$ cat config.mk
export PLATFORM = sky130hd
export DESIGN_NAME = sensor_boot_reset_oneshot_ctrl
export DESIGN_NICKNAME = d
export VERILOG_FILES = /design/src/verilog/baro_ctrl_pkg.sv /design/src/verilog/sensor_boot_reset_oneshot_ctrl.sv
export SDC_FILE = /design/constraint.sdc
export NUM_CORES = 1
export LEC_CHECK = 0
export BUFFER_PORTS_ARGS = -buffer_cell sky130_fd_sc_hd__buf_2
export CAP_MARGIN = 20
export CORE_UTILIZATION = 43
export DETAILED_ROUTE_END_ITERATION = 8
export SYNTH_ARGS = -nofsm -noshare
export SYNTH_HDL_FRONTEND = slang
export SYNTH_SLANG_ARGS = --single-unit
$ cat constraint.sdc
create_clock -name clock -period 1.9 [get_ports clock]
set_input_delay 0.38 -clock clock [delete_from_list [all_inputs] [get_ports clock]]
set_output_delay 0.38 -clock clock [all_outputs]
set_load 0.01 [all_outputs]
$ cat src/verilog/baro_ctrl_pkg.sv
`default_nettype none
package baro_ctrl_pkg;
  // Register offsets
  localparam logic [7:0] OFS_INT_CFG = 8'h0b;
  localparam logic [7:0] OFS_THS_L = 8'h0c;
  localparam logic [7:0] OFS_THS_H = 8'h0d;
  localparam logic [7:0] OFS_CTRL1 = 8'h10;
  localparam logic [7:0] OFS_CTRL2 = 8'h11;
  localparam logic [7:0] OFS_CTRL3 = 8'h12;
  localparam logic [7:0] OFS_FIFO = 8'h14;
  localparam logic [7:0] OFS_REF_XL = 8'h15;
  localparam logic [7:0] OFS_REF_L = 8'h16;
  localparam logic [7:0] OFS_REF_H = 8'h17;
  // Number of mapped registers and their slot index
  localparam int NREG = 10;
  localparam logic [3:0] IDX_CTRL1 = 4'h3;
  localparam logic [3:0] IDX_CTRL2 = 4'h4;
  // Reset values
  localparam logic [7:0] RST_ZERO = 8'h00;
  localparam logic [7:0] RST_CTRL2 = 8'h10;
  // Field positions in control_two
  localparam int BIT_BOOT = 7;
  localparam int BIT_SOFT_RST = 2;
  localparam int BIT_RSVD = 1;
  localparam int BIT_ONE_SHOT = 0;
  // Output rate select field in control_one
  localparam int RATE_LSB = 4;
  localparam int RATE_W = 3;
  localparam logic [2:0] RATE_IDLE = 3'h0;
  // Register access request
  typedef struct packed {
    logic wr;
    logic rd;
    logic [7:0] addr;
    logic [7:0] wdata;
  } reg_req_t;
  // Trim engine and conversion states
  typedef enum logic [1:0] {B_IDLE, B_WAIT, B_COPY} boot_state_t;
  typedef enum logic {C_IDLE, C_RUN} conv_state_t;
endpackage : baro_ctrl_pkg
`default_nettype wire

$ cat src/verilog/sensor_boot_reset_oneshot_ctrl.sv
`timescale 1ns/10ps
`default_nettype none

module sensor_boot_reset_oneshot_ctrl (
  // Clock and reset
  input wire logic clock,
  input wire logic arst_n,
  // Register access from the serial front end
  input wire baro_ctrl_pkg::reg_req_t reg_req,
  output logic [7:0] rd_data,
  output logic rd_valid,
  // Output data rate timebase, one pulse per rate period
  input wire logic rate_tick,
  // Trim storage copy engine
  output logic trim_copy,
  input wire logic trim_copy_done,
  // Conversion engine
  output logic conv_start,
  input wire logic conv_done,
  output logic results_latch,
  output logic continuous_mode,
  // FIFO flush
  output logic fifo_flush
);

  // Register slots in map order
  logic [7:0] regs_r [baro_ctrl_pkg::NREG];
  logic [7:0] regs_nxt [baro_ctrl_pkg::NREG];
  // Read answer
  logic [7:0] rd_data_r, rd_data_nxt;
  logic rd_valid_r, rd_valid_nxt;
  // Trim engine
  baro_ctrl_pkg::boot_state_t boot_r, boot_nxt;
  logic pwrup_r, pwrup_nxt; // Power-up copy still owed
  logic trim_copy_r, trim_copy_nxt;
  // Conversion control
  baro_ctrl_pkg::conv_state_t conv_r, conv_nxt;
  logic again_r, again_nxt; // Trigger seen mid-run
  logic conv_start_r, conv_start_nxt;
  logic latch_r, latch_nxt;
  logic cont_r, cont_nxt;
  // Soft reset
  logic flush_r, flush_nxt;

  // Map an offset onto a slot; valid flags mapped offsets
  function automatic logic [4:0] slot_of(input logic [7:0] a);
    logic [4:0] s;
    s = 5'h00;
    unique case (a)
      baro_ctrl_pkg::OFS_INT_CFG: s = 5'h10;
      baro_ctrl_pkg::OFS_THS_L: s = 5'h11;
      baro_ctrl_pkg::OFS_THS_H: s = 5'h12;
      baro_ctrl_pkg::OFS_CTRL1: s = 5'h13;
      baro_ctrl_pkg::OFS_CTRL2: s = 5'h14;
      baro_ctrl_pkg::OFS_CTRL3: s = 5'h15;
      baro_ctrl_pkg::OFS_FIFO: s = 5'h16;
      baro_ctrl_pkg::OFS_REF_XL: s = 5'h17;
      baro_ctrl_pkg::OFS_REF_L: s = 5'h18;
      baro_ctrl_pkg::OFS_REF_H: s = 5'h19;
      // Unmapped offsets keep the map flag clear
      default: s = 5'h00;
    endcase
    return s;
  endfunction : slot_of

  // Default value of each slot
  function automatic logic [7:0] dflt(input int i);
    logic [7:0] v;
    v = baro_ctrl_pkg::RST_ZERO;
    if (i == int'(baro_ctrl_pkg::IDX_CTRL2)) begin
      v = baro_ctrl_pkg::RST_CTRL2;
    end
    return v;
  endfunction : dflt

  logic [4:0] wslot; // Slot code, top bit marks a mapped offset
  logic [3:0] widx; // Slot index into the register file
  logic wmap; // Offset is one of the mapped registers
  logic [2:0] rate_sel; // Output rate select of control_one
  logic [7:0] c2; // Current control_two contents
  logic c2_wr; // Write to control_two that will be kept
  logic trig_wr; // Trigger write that may start or queue a run

  // Decode of the current access
  always_comb begin
    wslot = slot_of(reg_req.addr);
    wmap = wslot[4];
    widx = wslot[3:0];
    rate_sel = regs_r[baro_ctrl_pkg::IDX_CTRL1]
      [baro_ctrl_pkg::RATE_LSB +: baro_ctrl_pkg::RATE_W];
    c2 = regs_r[baro_ctrl_pkg::IDX_CTRL2];
    // A write in the cycle that restores defaults is lost, so it
    // must not hold back a hardware clear either
    c2_wr = reg_req.wr && wmap && (widx == baro_ctrl_pkg::IDX_CTRL2) &&
      !c2[baro_ctrl_pkg::BIT_SOFT_RST];
    // Trigger writes count only while the rate select is idle
    trig_wr = c2_wr && reg_req.wdata[baro_ctrl_pkg::BIT_ONE_SHOT] &&
      rate_sel == baro_ctrl_pkg::RATE_IDLE;
  end

  // Register file next state, with self-clearing bits
  always_comb begin
    logic [7:0] w;
    w = reg_req.wdata;
    for (int i = 0; i < baro_ctrl_pkg::NREG; i++) begin
      regs_nxt[i] = regs_r[i];
    end
    flush_nxt = 1'b0;
    if (c2[baro_ctrl_pkg::BIT_SOFT_RST]) begin
      // Request seen last cycle: restore defaults, which also drops
      // the request bit, and empty the FIFO in the same cycle
      for (int i = 0; i < baro_ctrl_pkg::NREG; i++) begin
        regs_nxt[i] = dflt(i);
      end
      flush_nxt = 1'b1;
      // Keep reload and trigger state running across the reset
      regs_nxt[baro_ctrl_pkg::IDX_CTRL2][baro_ctrl_pkg::BIT_BOOT] =
        c2[baro_ctrl_pkg::BIT_BOOT];
      regs_nxt[baro_ctrl_pkg::IDX_CTRL2][baro_ctrl_pkg::BIT_ONE_SHOT] =
        c2[baro_ctrl_pkg::BIT_ONE_SHOT];
    end else if (reg_req.wr && wmap) begin
      if (c2_wr) begin
        // Self-clearing bits are only set by software, never cleared
        w[baro_ctrl_pkg::BIT_BOOT] = w[baro_ctrl_pkg::BIT_BOOT] |
          c2[baro_ctrl_pkg::BIT_BOOT];
        // Trigger is only stored while the rate is idle
        w[baro_ctrl_pkg::BIT_ONE_SHOT] = c2[baro_ctrl_pkg::BIT_ONE_SHOT] |
          (w[baro_ctrl_pkg::BIT_ONE_SHOT] &&
           rate_sel == baro_ctrl_pkg::RATE_IDLE);
        // Reserved bit is stored as written; the host keeps it zero
        w[baro_ctrl_pkg::BIT_RSVD] = w[baro_ctrl_pkg::BIT_RSVD];
      end
      regs_nxt[widx] = w;
    end
    // Hardware clears; a set in the same cycle wins
    if (boot_r == baro_ctrl_pkg::B_COPY && trim_copy_done && !pwrup_r &&
        !(c2_wr && reg_req.wdata[baro_ctrl_pkg::BIT_BOOT])) begin
      regs_nxt[baro_ctrl_pkg::IDX_CTRL2][baro_ctrl_pkg::BIT_BOOT] =
        1'b0;
    end
    if (conv_r == baro_ctrl_pkg::C_RUN && conv_done && !again_r &&
        !trig_wr) begin
      regs_nxt[baro_ctrl_pkg::IDX_CTRL2][baro_ctrl_pkg::BIT_ONE_SHOT] =
        1'b0;
    end
  end

  // Registers take their defaults at reset
  always_ff @(posedge clock or negedge arst_n) begin
    if (!arst_n) begin
      for (int i = 0; i < baro_ctrl_pkg::NREG; i++) begin
        regs_r[i] <= dflt(i);
      end
      flush_r <= 1'b0;
    end else begin
      regs_r <= regs_nxt;
      flush_r <= flush_nxt;
    end
  end

  // Read path; unmapped offsets answer zero
  always_comb begin
    rd_valid_nxt = reg_req.rd;
    rd_data_nxt = rd_data_r;
    if (reg_req.rd) begin
      rd_data_nxt = wmap ? regs_r[widx] : 8'h00;
    end
  end

  // Read answer registers; data holds between reads
  always_ff @(posedge clock or negedge arst_n) begin
    if (!arst_n) begin
      rd_data_r <= 8'h00;
      rd_valid_r <= 1'b0;
    end else begin
      rd_data_r <= rd_data_nxt;
      rd_valid_r <= rd_valid_nxt;
    end
  end

  // Trim engine: power-up copy at once, reload after one rate tick
  always_comb begin
    boot_nxt = boot_r;
    pwrup_nxt = pwrup_r;
    trim_copy_nxt = 1'b0;
    unique case (boot_r)
      baro_ctrl_pkg::B_IDLE: begin
        if (pwrup_r) begin
          boot_nxt = baro_ctrl_pkg::B_COPY;
          trim_copy_nxt = 1'b1;
        end else if (c2[baro_ctrl_pkg::BIT_BOOT]) begin
          boot_nxt = baro_ctrl_pkg::B_WAIT;
        end
      end
      baro_ctrl_pkg::B_WAIT: begin
        // Copy starts only when the rate timebase has ticked
        if (rate_tick) begin
          boot_nxt = baro_ctrl_pkg::B_COPY;
          trim_copy_nxt = 1'b1;
        end
      end
      baro_ctrl_pkg::B_COPY: begin
        // Hold the copy request until the engine reports done
        trim_copy_nxt = 1'b1;
        if (trim_copy_done) begin
          boot_nxt = baro_ctrl_pkg::B_IDLE;
          trim_copy_nxt = 1'b0;
          pwrup_nxt = 1'b0;
        end
      end
      default: boot_nxt = baro_ctrl_pkg::B_IDLE;
    endcase
  end

  // Trim engine registers; power-up copy is owed after every arst_n reset, not after a soft reset
  always_ff @(posedge clock or negedge arst_n) begin
    if (!arst_n) begin
      boot_r <= baro_ctrl_pkg::B_IDLE;
      pwrup_r <= 1'b1;
      trim_copy_r <= 1'b0;
    end else begin
      boot_r <= boot_nxt;
      pwrup_r <= pwrup_nxt;
      trim_copy_r <= trim_copy_nxt;
    end
  end

  // Single conversion control
  always_comb begin
    conv_nxt = conv_r;
    again_nxt = again_r;
    conv_start_nxt = 1'b0;
    latch_nxt = 1'b0;
    cont_nxt = (rate_sel != baro_ctrl_pkg::RATE_IDLE);
    unique case (conv_r)
      baro_ctrl_pkg::C_IDLE: begin
        // A stored trigger at idle rate starts one run
        if (c2[baro_ctrl_pkg::BIT_ONE_SHOT] &&
            rate_sel == baro_ctrl_pkg::RATE_IDLE) begin
          conv_nxt = baro_ctrl_pkg::C_RUN;
          conv_start_nxt = 1'b1;
        end
      end
      baro_ctrl_pkg::C_RUN: begin
        // A new trigger during the run is remembered; one written
        // while the rate is running is dropped, not queued
        if (trig_wr) begin
          again_nxt = 1'b1;
        end
        // Results move out whether or not another run follows
        if (conv_done) begin
          latch_nxt = 1'b1;
          if (again_r || again_nxt) begin
            conv_start_nxt = 1'b1;
            again_nxt = 1'b0;
          end else begin
            conv_nxt = baro_ctrl_pkg::C_IDLE;
          end
        end
      end
    endcase
  end

  // Conversion control registers
  always_ff @(posedge clock or negedge arst_n) begin
    if (!arst_n) begin
      conv_r <= baro_ctrl_pkg::C_IDLE;
      again_r <= 1'b0;
      conv_start_r <= 1'b0;
      latch_r <= 1'b0;
      cont_r <= 1'b0;
    end else begin
      conv_r <= conv_nxt;
      again_r <= again_nxt;
      conv_start_r <= conv_start_nxt;
      latch_r <= latch_nxt;
      cont_r <= cont_nxt;
    end
  end

  // Outputs straight from flops
  assign rd_data = rd_data_r;
  assign rd_valid = rd_valid_r;
  assign trim_copy = trim_copy_r;
  assign conv_start = conv_start_r;
  assign results_latch = latch_r;
  assign continuous_mode = cont_r;
  assign fifo_flush = flush_r;

endmodule : sensor_boot_reset_oneshot_ctrl

`default_nettype wire
==> impl_metrics.prom, run 1 <==
# TYPE chip_impl_metric gauge
chip_impl_metric{name="mappedNetlistNets",unit=""} 468
chip_impl_metric{name="mean_number_of_vias_per_cell",unit=""} 5.82
chip_impl_metric{name="syn-cell-area",unit="sq um"} 4820
chip_impl_metric{name="fin_ws",unit="ns"} -0.0873
chip_impl_metric{name="drive_gt1_frac",unit=""} 0.402
chip_impl_metric{name="yosys.area_share.adder",unit=""} 0.00778
chip_impl_info{name="grt_setup_unrepaired",value="true"} 1
chip_impl_metric{name="firstDrtPassIters",unit=""} 5
chip_impl_info{name="worst-setup-path-type",value="input pin to flop"} 1
chip_impl_metric{name="std_cell_rows",unit=""} 38
chip_impl_metric{name="routed_wl",unit="um"} 14000
chip_impl_metric{name="clock_path_buffers",unit=""} 2
chip_impl_metric{name="post-place-cells",unit=""} 669
chip_impl_metric{name="worstRegToRegCells",unit=""} 5
chip_impl_info{name="failing_checks",value="setup timing"} 1
chip_impl_metric{name="layout.cells.non_filler",unit=""} 695
chip_impl_info{name="critPathCaptureType",value="flop"} 1
chip_impl_metric{name="final_util",unit=""} 0.609
chip_impl_metric{name="synth.area.mux_share",unit=""} 0.0623
chip_impl_metric{name="whs_path_depth",unit=""} 3
chip_impl_metric{name="setup_total_negative_slack",unit="ns"} -1.23
chip_impl_metric{name="max-slew-margin-rel",unit=""} 0.704
chip_impl_info{name="timing.critical_path.from_type",value="input pin"} 1
chip_impl_info{name="type_of_the_worst_min_delay_path",value="input pin to flop"} 1
chip_impl_info{name="run_status",value="finished with violations"} 1
chip_impl_info{name="worst_hold_startpoint",value="reg_req[7]"} 1
chip_impl_metric{name="hold_violations",unit=""} 0
chip_impl_metric{name="grt_overflow",unit=""} 0
chip_impl_metric{name="number_of_antenna_violations_at_the_first_check_in_global_routing",unit=""} 0
chip_impl_info{name="largest_family_of_logic_cells_by_synthesized_area",value="compound AO/OA/AOI/OAI gates"} 1
chip_impl_metric{name="finClkSkew",unit="ns"} 0.0148
chip_impl_info{name="cts_tree",value="done"} 1
chip_impl_metric{name="antennaDiodeCount",unit=""} 0
chip_impl_metric{name="vias_in_the_first_global_route",unit=""} 4011
chip_impl_metric{name="drc",unit=""} 0
chip_impl_metric{name="timing.final.crit_period",unit="ns"} 1.99
chip_impl_metric{name="place_hpwl",unit="um"} 9710
chip_impl_metric{name="synth_edf_count",unit=""} 0
chip_impl_metric{name="clk_transition_reported_paths",unit="ns"} 0.10
chip_impl_metric{name="grt_pass1_wl",unit="um"} 21800
chip_impl_info{name="synth_flop_cell",value="dfrtp_1"} 1
chip_impl_metric{name="design.die.area",unit="sq um"} 11600
chip_impl_metric{name="power_per_cell_area",unit="nW/um^2"} 631
chip_impl_metric{name="grt_use_total",unit=""} 0.251
chip_impl_metric{name="leakagePower",unit="uW"} 0.00290
chip_impl_metric{name="cts-buffers-inserted",unit=""} 9
chip_impl_metric{name="die_width",unit="um"} 108
chip_impl_metric{name="synthXorXnorAreaFrac",unit=""} 0.00182
chip_impl_metric{name="drt_iter0_drc",unit=""} 278
chip_impl_metric{name="start_util",unit=""} 0.443
chip_impl_metric{name="maxSlewViolCount",unit=""} 0
chip_impl_info{name="holdPathEnd",value="c2[7]"} 1
chip_impl_metric{name="async_reset_ff_frac",unit=""} 1.00
chip_impl_metric{name="cts_htree_levels",unit=""} 3
chip_impl_metric{name="syn_inst",unit=""} 442
chip_impl_metric{name="die-height",unit="um"} 108
chip_impl_metric{name="max_slew.worst_pin.slew",unit="ns"} 0.444
chip_impl_metric{name="nets",unit=""} 576
chip_impl_metric{name="vdd.ir_drop.worst",unit="mV"} 0.847
chip_impl_metric{name="synthesized_area_per_cell",unit="sq um"} 10.9
chip_impl_metric{name="core_area",unit="sq um"} 10900
chip_impl_metric{name="pin_count_of_the_biggest_net_entering_global_routing",unit=""} 42
chip_impl_info{name="clockRootBuffer",value="clkbuf_8"} 1
chip_impl_metric{name="setup.reg_to_reg.worst_slack",unit="ns"} 0.29
chip_impl_metric{name="placement.io_buffers",unit=""} 36
chip_impl_metric{name="timing.max_cap.violations",unit=""} 0
chip_impl_metric{name="synth_cell_type_count",unit=""} 62
chip_impl_metric{name="ys_seq_area_frac",unit=""} 0.514
chip_impl_metric{name="timing.final.crit_share",unit=""} 1.05
chip_impl_info{name="rr_endpoint",value="regs_r[0]"} 1
chip_impl_metric{name="detail-route-antenna-nets",unit=""} 0
chip_impl_metric{name="maxClockFrequency",unit="MHz"} 503
chip_impl_metric{name="synth-simple-area-share",unit=""} 0.159
chip_impl_metric{name="flip_flop_and_latch_count_after_synthesis",unit=""} 99
chip_impl_metric{name="drt-wirelength-per-cell",unit="um"} 20.2
chip_impl_info{name="r2r-start",value="rate_sel[1]"} 1
chip_impl_metric{name="timing.critical_path.required",unit="ns"} 2.18
chip_impl_metric{name="area_growth",unit="%"} 37.5
chip_impl_metric{name="critical_path_arrival",unit="ns"} 2.27
chip_impl_metric{name="clk_latency",unit="ns"} 0.39
chip_impl_metric{name="io-pin-count",unit=""} 37
chip_impl_metric{name="critical_path.max_fanout",unit=""} 4
chip_impl_metric{name="sinks_on_clock_net",unit=""} 99
chip_impl_metric{name="gpl_congestion",unit=""} 0.855
chip_impl_metric{name="finalPower",unit="uW"} 4190
chip_impl_metric{name="final-setup-viol-count",unit=""} 32
chip_impl_metric{name="yosys_warnings",unit=""} 0
chip_impl_metric{name="fraction_of_the_mapped_netlist_area_in_compound_gates",unit=""} 0.218
chip_impl_metric{name="route.vias.total",unit=""} 4044
-- layout make-up --
type                       instances  area [sq um]
fill                             868          4260
sequential                        99          2480
clock inverter                     6          81.3
inverter                          15          58.8
timing repair buffer             122          1080
tap                              140           175
clock buffer                      10           138
multi-input combinational        303          2620
-- placed cells by master, fill, tap and decap left out, types with 3 or more instances in the layout --
master	count
nand2_1	40
a22o_1	34
clkbuf_8	10
nor2_4	4
a21oi_4	5
mux2i_1	30
a21oi_2	3
o2bb2ai_2	3
nor2b_1	3
o21ai_0	8
nand4_1	3
dfrtp_1	96
a22o_4	4
nor2_1	35
o22ai_1	8
a211oi_2	3
a21oi_1	4
o32ai_1	5
buf_6	14
o2111ai_2	5
buf_12	14
buf_4	61
a221o_1	7
buf_2	30
or4_1	3
o21a_1	3
inv_1	13
o21ai_2	4
nor2_2	3
nand3_1	20
nor3_4	4
o32ai_2	3
-- sequential cells by signal (all words and copies together) (netlist names) --
register / flops
pwrup_r: 1
results_latch: 1
boot_r: 2
c2: 8
fifo_flush: 1
continuous_mode: 1
rate_sel: 3
regs_r: 69
rd_valid: 1
rd_data: 8
again_r: 1
conv_start: 1
trim_copy: 1
conv_r: 1
-- through the flow --
step / setup slack (ns) / instance area (sq um) / hold slack (ns)
6_report: -0.0873 / 6630 / 0.252
5_1_grt: -0.127 / 6630 / 0.246
4_1_cts: -0.0968 / 6360 / 0.240
3_5_place_dp: -0.542 / 6040 / 0.334
3_3_place_gp: -0.474 / 6040 / 0.336
2_1_floorplan: -0.480 / 5110 / 0.0844
-- cells in the mapped netlist (2+ instances only) --
master      n  area [sq um]
nor4_1      2          12.5
nor3_4      2          32.5
and2_2      2          15.0
nand3_1    22           110
a211oi_1    4          30.0
a41oi_1     2          17.5
a22o_2      4          40.0
nand4_1     3          18.8
o2bb2ai_1   6          52.6
or4_1       4          30.0
inv_1      15          56.3
a22o_1     34           298
a221o_1     7          70.1
buf_2       4          20.0
o32ai_1     8          70.1
nand2_1    41           154
dfstp_2     2          52.6
o21ai_0    15          75.1
o211a_1     2          20.0
o21a_1      3          22.5
o22ai_1     9          56.3
a21oi_1     9          45.0
nor2_1     41           154
o2111ai_1   7          61.3
a21oi_2     3          26.3
dfrtp_1    97          2430
mux2i_1    30           300
and2_1      2          12.5
and2b_2     2          17.5
nor4_4      2          42.5
nor2b_1     6          37.5
nor3_1      4          20.0
clkbuf_1   17          63.8
ha_1        3          37.5
-- worst max path at each step --
stage	startpoint	to	slack [ns]	cells after the start
floorplan	reg_req[14]	regs_r[8]	-0.48	6
global placement	reg_req[14]	regs_r[8]	-0.47	8
detailed placement	reg_req[14]	regs_r[0]	-0.54	8
CTS	reg_req[14]	regs_r[0]	-0.1	8
global route	reg_req[14]	regs_r[72]	-0.13	9
finish	reg_req[14]	regs_r[0]	-0.09	8
-- critical path, stage by stage --
cell	delay, ns
buf_6	0.09
or3_4	0.39
a2111oi_4	0.29
buf_4	0.21
nand4_4	0.14
o41a_4	0.41
a21o_1	0.18
a22o_1	0.18
-- cell families (layout without fill, tap and decap cells) --
family                     after synthesis  in the layout
AOI/OAI and AO/OA                      125            125
xor gates and xnor gates                 1              1
adders and majority gates                3              3
buffers and inverters                   40            153
DFF                                     99             99
muxes                                   30             30
and+or+nand+nor                        144            144
-- layer usage --
layer / GRT usage / up-vias / wire length (um)
met5: 0 / - / 0
met4: 0.0528 / 0 / 131
met3: 0.0533 / 12 / 645
met2: 0.401 / 122 / 6840
met1: 0.351 / 2047 / 6400
li1: - / 1863 / -
-- power breakdown --
| part | internal (uW) | switching [uW] | leakage, uW |
|---|---|---|---|
| clock | 670 | 811 | 0.000110 |
| combinational | 226 | 288 | 0.00143 |
| sequential | 2160 | 33.6 | 0.00136 |
-- timing repair --
item | in CTS | in global routing
buffers inserted | 2 | 7
endpoints found under the hold margin | 23 | 0
gates resized for setup | 15 | 46
setup endpoints to repair | 38 | 59
pin swaps | 5 | 25
hold buffers | 1 | 0
No activity file was read; power rests on OpenSTA's default activity.
==> inputs of run 2 (changes only) <==
--- a/config.mk
+++ b/config.mk
@@ -9,6 +9,7 @@
 export CAP_MARGIN = 20
 export CORE_UTILIZATION = 43
 export DETAILED_ROUTE_END_ITERATION = 8
+export PLACE_DENSITY = 0.7
 export SYNTH_ARGS = -nofsm -noshare
 export SYNTH_HDL_FRONTEND = slang
 export SYNTH_SLANG_ARGS = --single-unit
==> impl_metrics.prom, run 2 (same netlist as run 1, synthesis figures left out) <==
# TYPE chip_impl_metric gauge
chip_impl_info{name="run_status",value="completed"} 1
chip_impl_info{name="grt_setup_unrepaired",value="true"} 1
chip_impl_metric{name="cts-buffers-inserted",unit=""} 9
chip_impl_metric{name="antennaDiodeCount",unit=""} 0
chip_impl_metric{name="largest_register_ff_count",unit=""} 69
chip_impl_metric{name="setup_total_negative_slack",unit="ns"} 0
chip_impl_info{name="worst-setup-path-type",value="input pin to flop"} 1
chip_impl_metric{name="nets",unit=""} 577
chip_impl_info{name="globalRoute.busiestLayer",value="met2"} 1
chip_impl_metric{name="layout.cell_area.non_filler",unit="sq um"} 6460
chip_impl_metric{name="timing.max_cap.violations",unit=""} 0
chip_impl_metric{name="power_per_cell_area",unit="nW/um^2"} 627
chip_impl_metric{name="drive_gt1_frac",unit=""} 0.390
chip_impl_metric{name="final_util",unit=""} 0.593
chip_impl_metric{name="critical_path.max_fanout",unit=""} 6
chip_impl_metric{name="timing.final.crit_period",unit="ns"} 1.90
chip_impl_metric{name="drt-wirelength-per-cell",unit="um"} 19.2
chip_impl_metric{name="die-height",unit="um"} 108
chip_impl_metric{name="grt.met2_usage",unit=""} 0.385
chip_impl_metric{name="sinks_on_clock_net",unit=""} 99
chip_impl_metric{name="pin_count_of_the_biggest_net_entering_global_routing",unit=""} 58
chip_impl_metric{name="placement.cell_area",unit="sq um"} 6020
chip_impl_info{name="critPathCaptureType",value="flop"} 1
chip_impl_metric{name="grt_pass1_wl",unit="um"} 21300
chip_impl_info{name="final_common_cell",value="dfrtp_1"} 1
chip_impl_metric{name="core_area",unit="sq um"} 10900
chip_impl_metric{name="final-setup-viol-count",unit=""} 0
chip_impl_metric{name="grt_util_met3",unit=""} 0.0406
chip_impl_metric{name="cp_slowest_stage_delay",unit="ns"} 0.30
chip_impl_metric{name="number_of_antenna_violations_at_the_first_check_in_global_routing",unit=""} 0
chip_impl_metric{name="grt_overflow",unit=""} 0
chip_impl_metric{name="fill_cell_total_of_the_finished_layout",unit=""} 860
chip_impl_metric{name="start_util",unit=""} 0.443
chip_impl_metric{name="vias_in_the_first_global_route",unit=""} 4071
chip_impl_metric{name="timing.final.crit_share",unit=""} 0.997
chip_impl_metric{name="mean_number_of_vias_per_cell",unit=""} 5.90
chip_impl_metric{name="fin_ws",unit="ns"} 0.00498
chip_impl_metric{name="place_hpwl",unit="um"} 9380
chip_impl_metric{name="max-slew-margin-rel",unit=""} 0.743
chip_impl_metric{name="vdd.ir_drop.worst",unit="mV"} 0.628
chip_impl_metric{name="area_growth",unit="%"} 34.0
chip_impl_info{name="regMostFlops",value="regs_r"} 1
chip_impl_metric{name="die_width",unit="um"} 108
chip_impl_metric{name="maxClockFrequency",unit="MHz"} 528
chip_impl_metric{name="setup_slack_placement",unit="ns"} -0.499
chip_impl_info{name="timing.critical_path.from_type",value="input pin"} 1
chip_impl_metric{name="cts_htree_levels",unit=""} 3
chip_impl_metric{name="detail-route-antenna-nets",unit=""} 0
chip_impl_metric{name="route.vias.total",unit=""} 4106
chip_impl_metric{name="io-pin-count",unit=""} 37
chip_impl_metric{name="critical_path_arrival",unit="ns"} 2.15
chip_impl_metric{name="drt_iter0_drc",unit=""} 268
chip_impl_metric{name="maxSlewViolCount",unit=""} 0
chip_impl_metric{name="clk_latency",unit="ns"} 0.37
chip_impl_metric{name="gpl_congestion",unit=""} 0.846
chip_impl_metric{name="clk_transition_reported_paths",unit="ns"} 0.10
chip_impl_metric{name="hold_violations",unit=""} 0
chip_impl_metric{name="firstDrtPassIters",unit=""} 4
chip_impl_info{name="clockRootBuffer",value="clkbuf_8"} 1
chip_impl_info{name="type_of_the_worst_min_delay_path",value="input pin to flop"} 1
chip_impl_metric{name="finClkSkew",unit="ns"} 0.0106
chip_impl_info{name="cts_tree",value="done"} 1
chip_impl_metric{name="timing.critical_path.required",unit="ns"} 2.15
chip_impl_metric{name="routed_wl",unit="um"} 13300
chip_impl_metric{name="max_slew.worst_pin.slew",unit="ns"} 0.385
chip_impl_metric{name="met1_routing_resource_usage_after_global_routing",unit=""} 0.333
chip_impl_metric{name="drc",unit=""} 0
chip_impl_info{name="mostFrequentLayoutCells",value="dfrtp_1 (96), buf_4 (67), nand2_1 (41)"} 1
chip_impl_info{name="worst_path_max_delay_cell",value="a21oi_4"} 1
chip_impl_metric{name="clock_path_buffers",unit=""} 2
chip_impl_metric{name="grt_use_total",unit=""} 0.242
chip_impl_info{name="critical_path.cell_chain",value="buf_8, inv_4, ha_4, nor2_4, a2111oi_4, buf_4, buf_6, o2111ai_4, a21oi_4, mux2i_1, nor2_1"} 1
chip_impl_metric{name="placement.io_buffers",unit=""} 36
chip_impl_metric{name="finalPower",unit="uW"} 4050
chip_impl_metric{name="std_cell_rows",unit=""} 38
chip_impl_metric{name="design.die.area",unit="sq um"} 11600
chip_impl_metric{name="leakagePower",unit="uW"} 0.00284
-- run 2: cell count changes in the layout (fill, tap and decap cells not counted), moves of 3 or more --
cell / delta
buf_12: -3
a22o_2: +3
buf_6: -4
buf_4: +6
a22o_4: -3
o2bb2ai_1: +4
o2bb2ai_2: -3
-- run 2: repair_timing --
item	CTS	global route
hold endpoints to repair	10	0
buffers inserted	3	5
pin swaps	6	10
hold buffers	1	0
resized for setup	22	22
gates cloned	0	1
endpoints found under the setup margin	47	56
-- run 2: final timing paths --
check                       startpoint        end  slack (ns)  cells after the start
min in group asynchronous       arst_n  trim_copy        0.39                      2
setup / recovery            reg_req[9]      c2[3]       0.005                     11
hold / removal              reg_req[7]      c2[7]        0.25                      3
hold reg to reg              boot_r[1]  boot_r[0]        0.50                      1
setup reg to reg           rate_sel[1]  regs_r[8]        0.31                      5
max in group asynchronous       arst_n      c2[2]        0.87                      3
-- run 2: power by group --
group	leakage [uW]	switching [uW]	internal [uW]
sequential	0.00136	32.0	2160
combinational	0.00138	272	210
clock	0.000104	756	621
-- run 2: final cells by class --
cell class	instances	area (sq um)	share of cell area
Tap cell	140	175	0.0271
Clock inverter	7	75.1	0.0116
Timing Repair Buffer	123	1040	0.160
Sequential cell	99	2480	0.384
Clock buffer	9	124	0.0192
Multi-Input combinational cell	303	2510	0.388
Inverter	15	61.3	0.00949
-- run 2: per-layer routing --
| metal | wire length [um] | vias to the layer above |
|---|---|---|
| met5 | 0 | - |
| met4 | 260 | 0 |
| met3 | 560 | 18 |
| met2 | 6610 | 125 |
| met1 | 5890 | 2089 |
| li1 | - | 1874 |
-- run 2: through the flow --
step | hold slack, ns | std cells
floorplan | 0.0844 | 442
global placement | 0.233 | 670
detailed placement | 0.238 | 670
CTS | 0.234 | 690
global route | 0.264 | 696
finish | 0.252 | 696
-- run 2: worst max-delay path, delay by kind of cell --
kind / cells / cell delay [ns]
adder cells (fa/ha/maj): 1 / 0.27
AND/OR/NAND/NOR: 2 / 0.10
buffers and inverters: 4 / 0.40
multiplexers: 1 / 0.25
AO/OA/AOI/OAI: 3 / 0.73
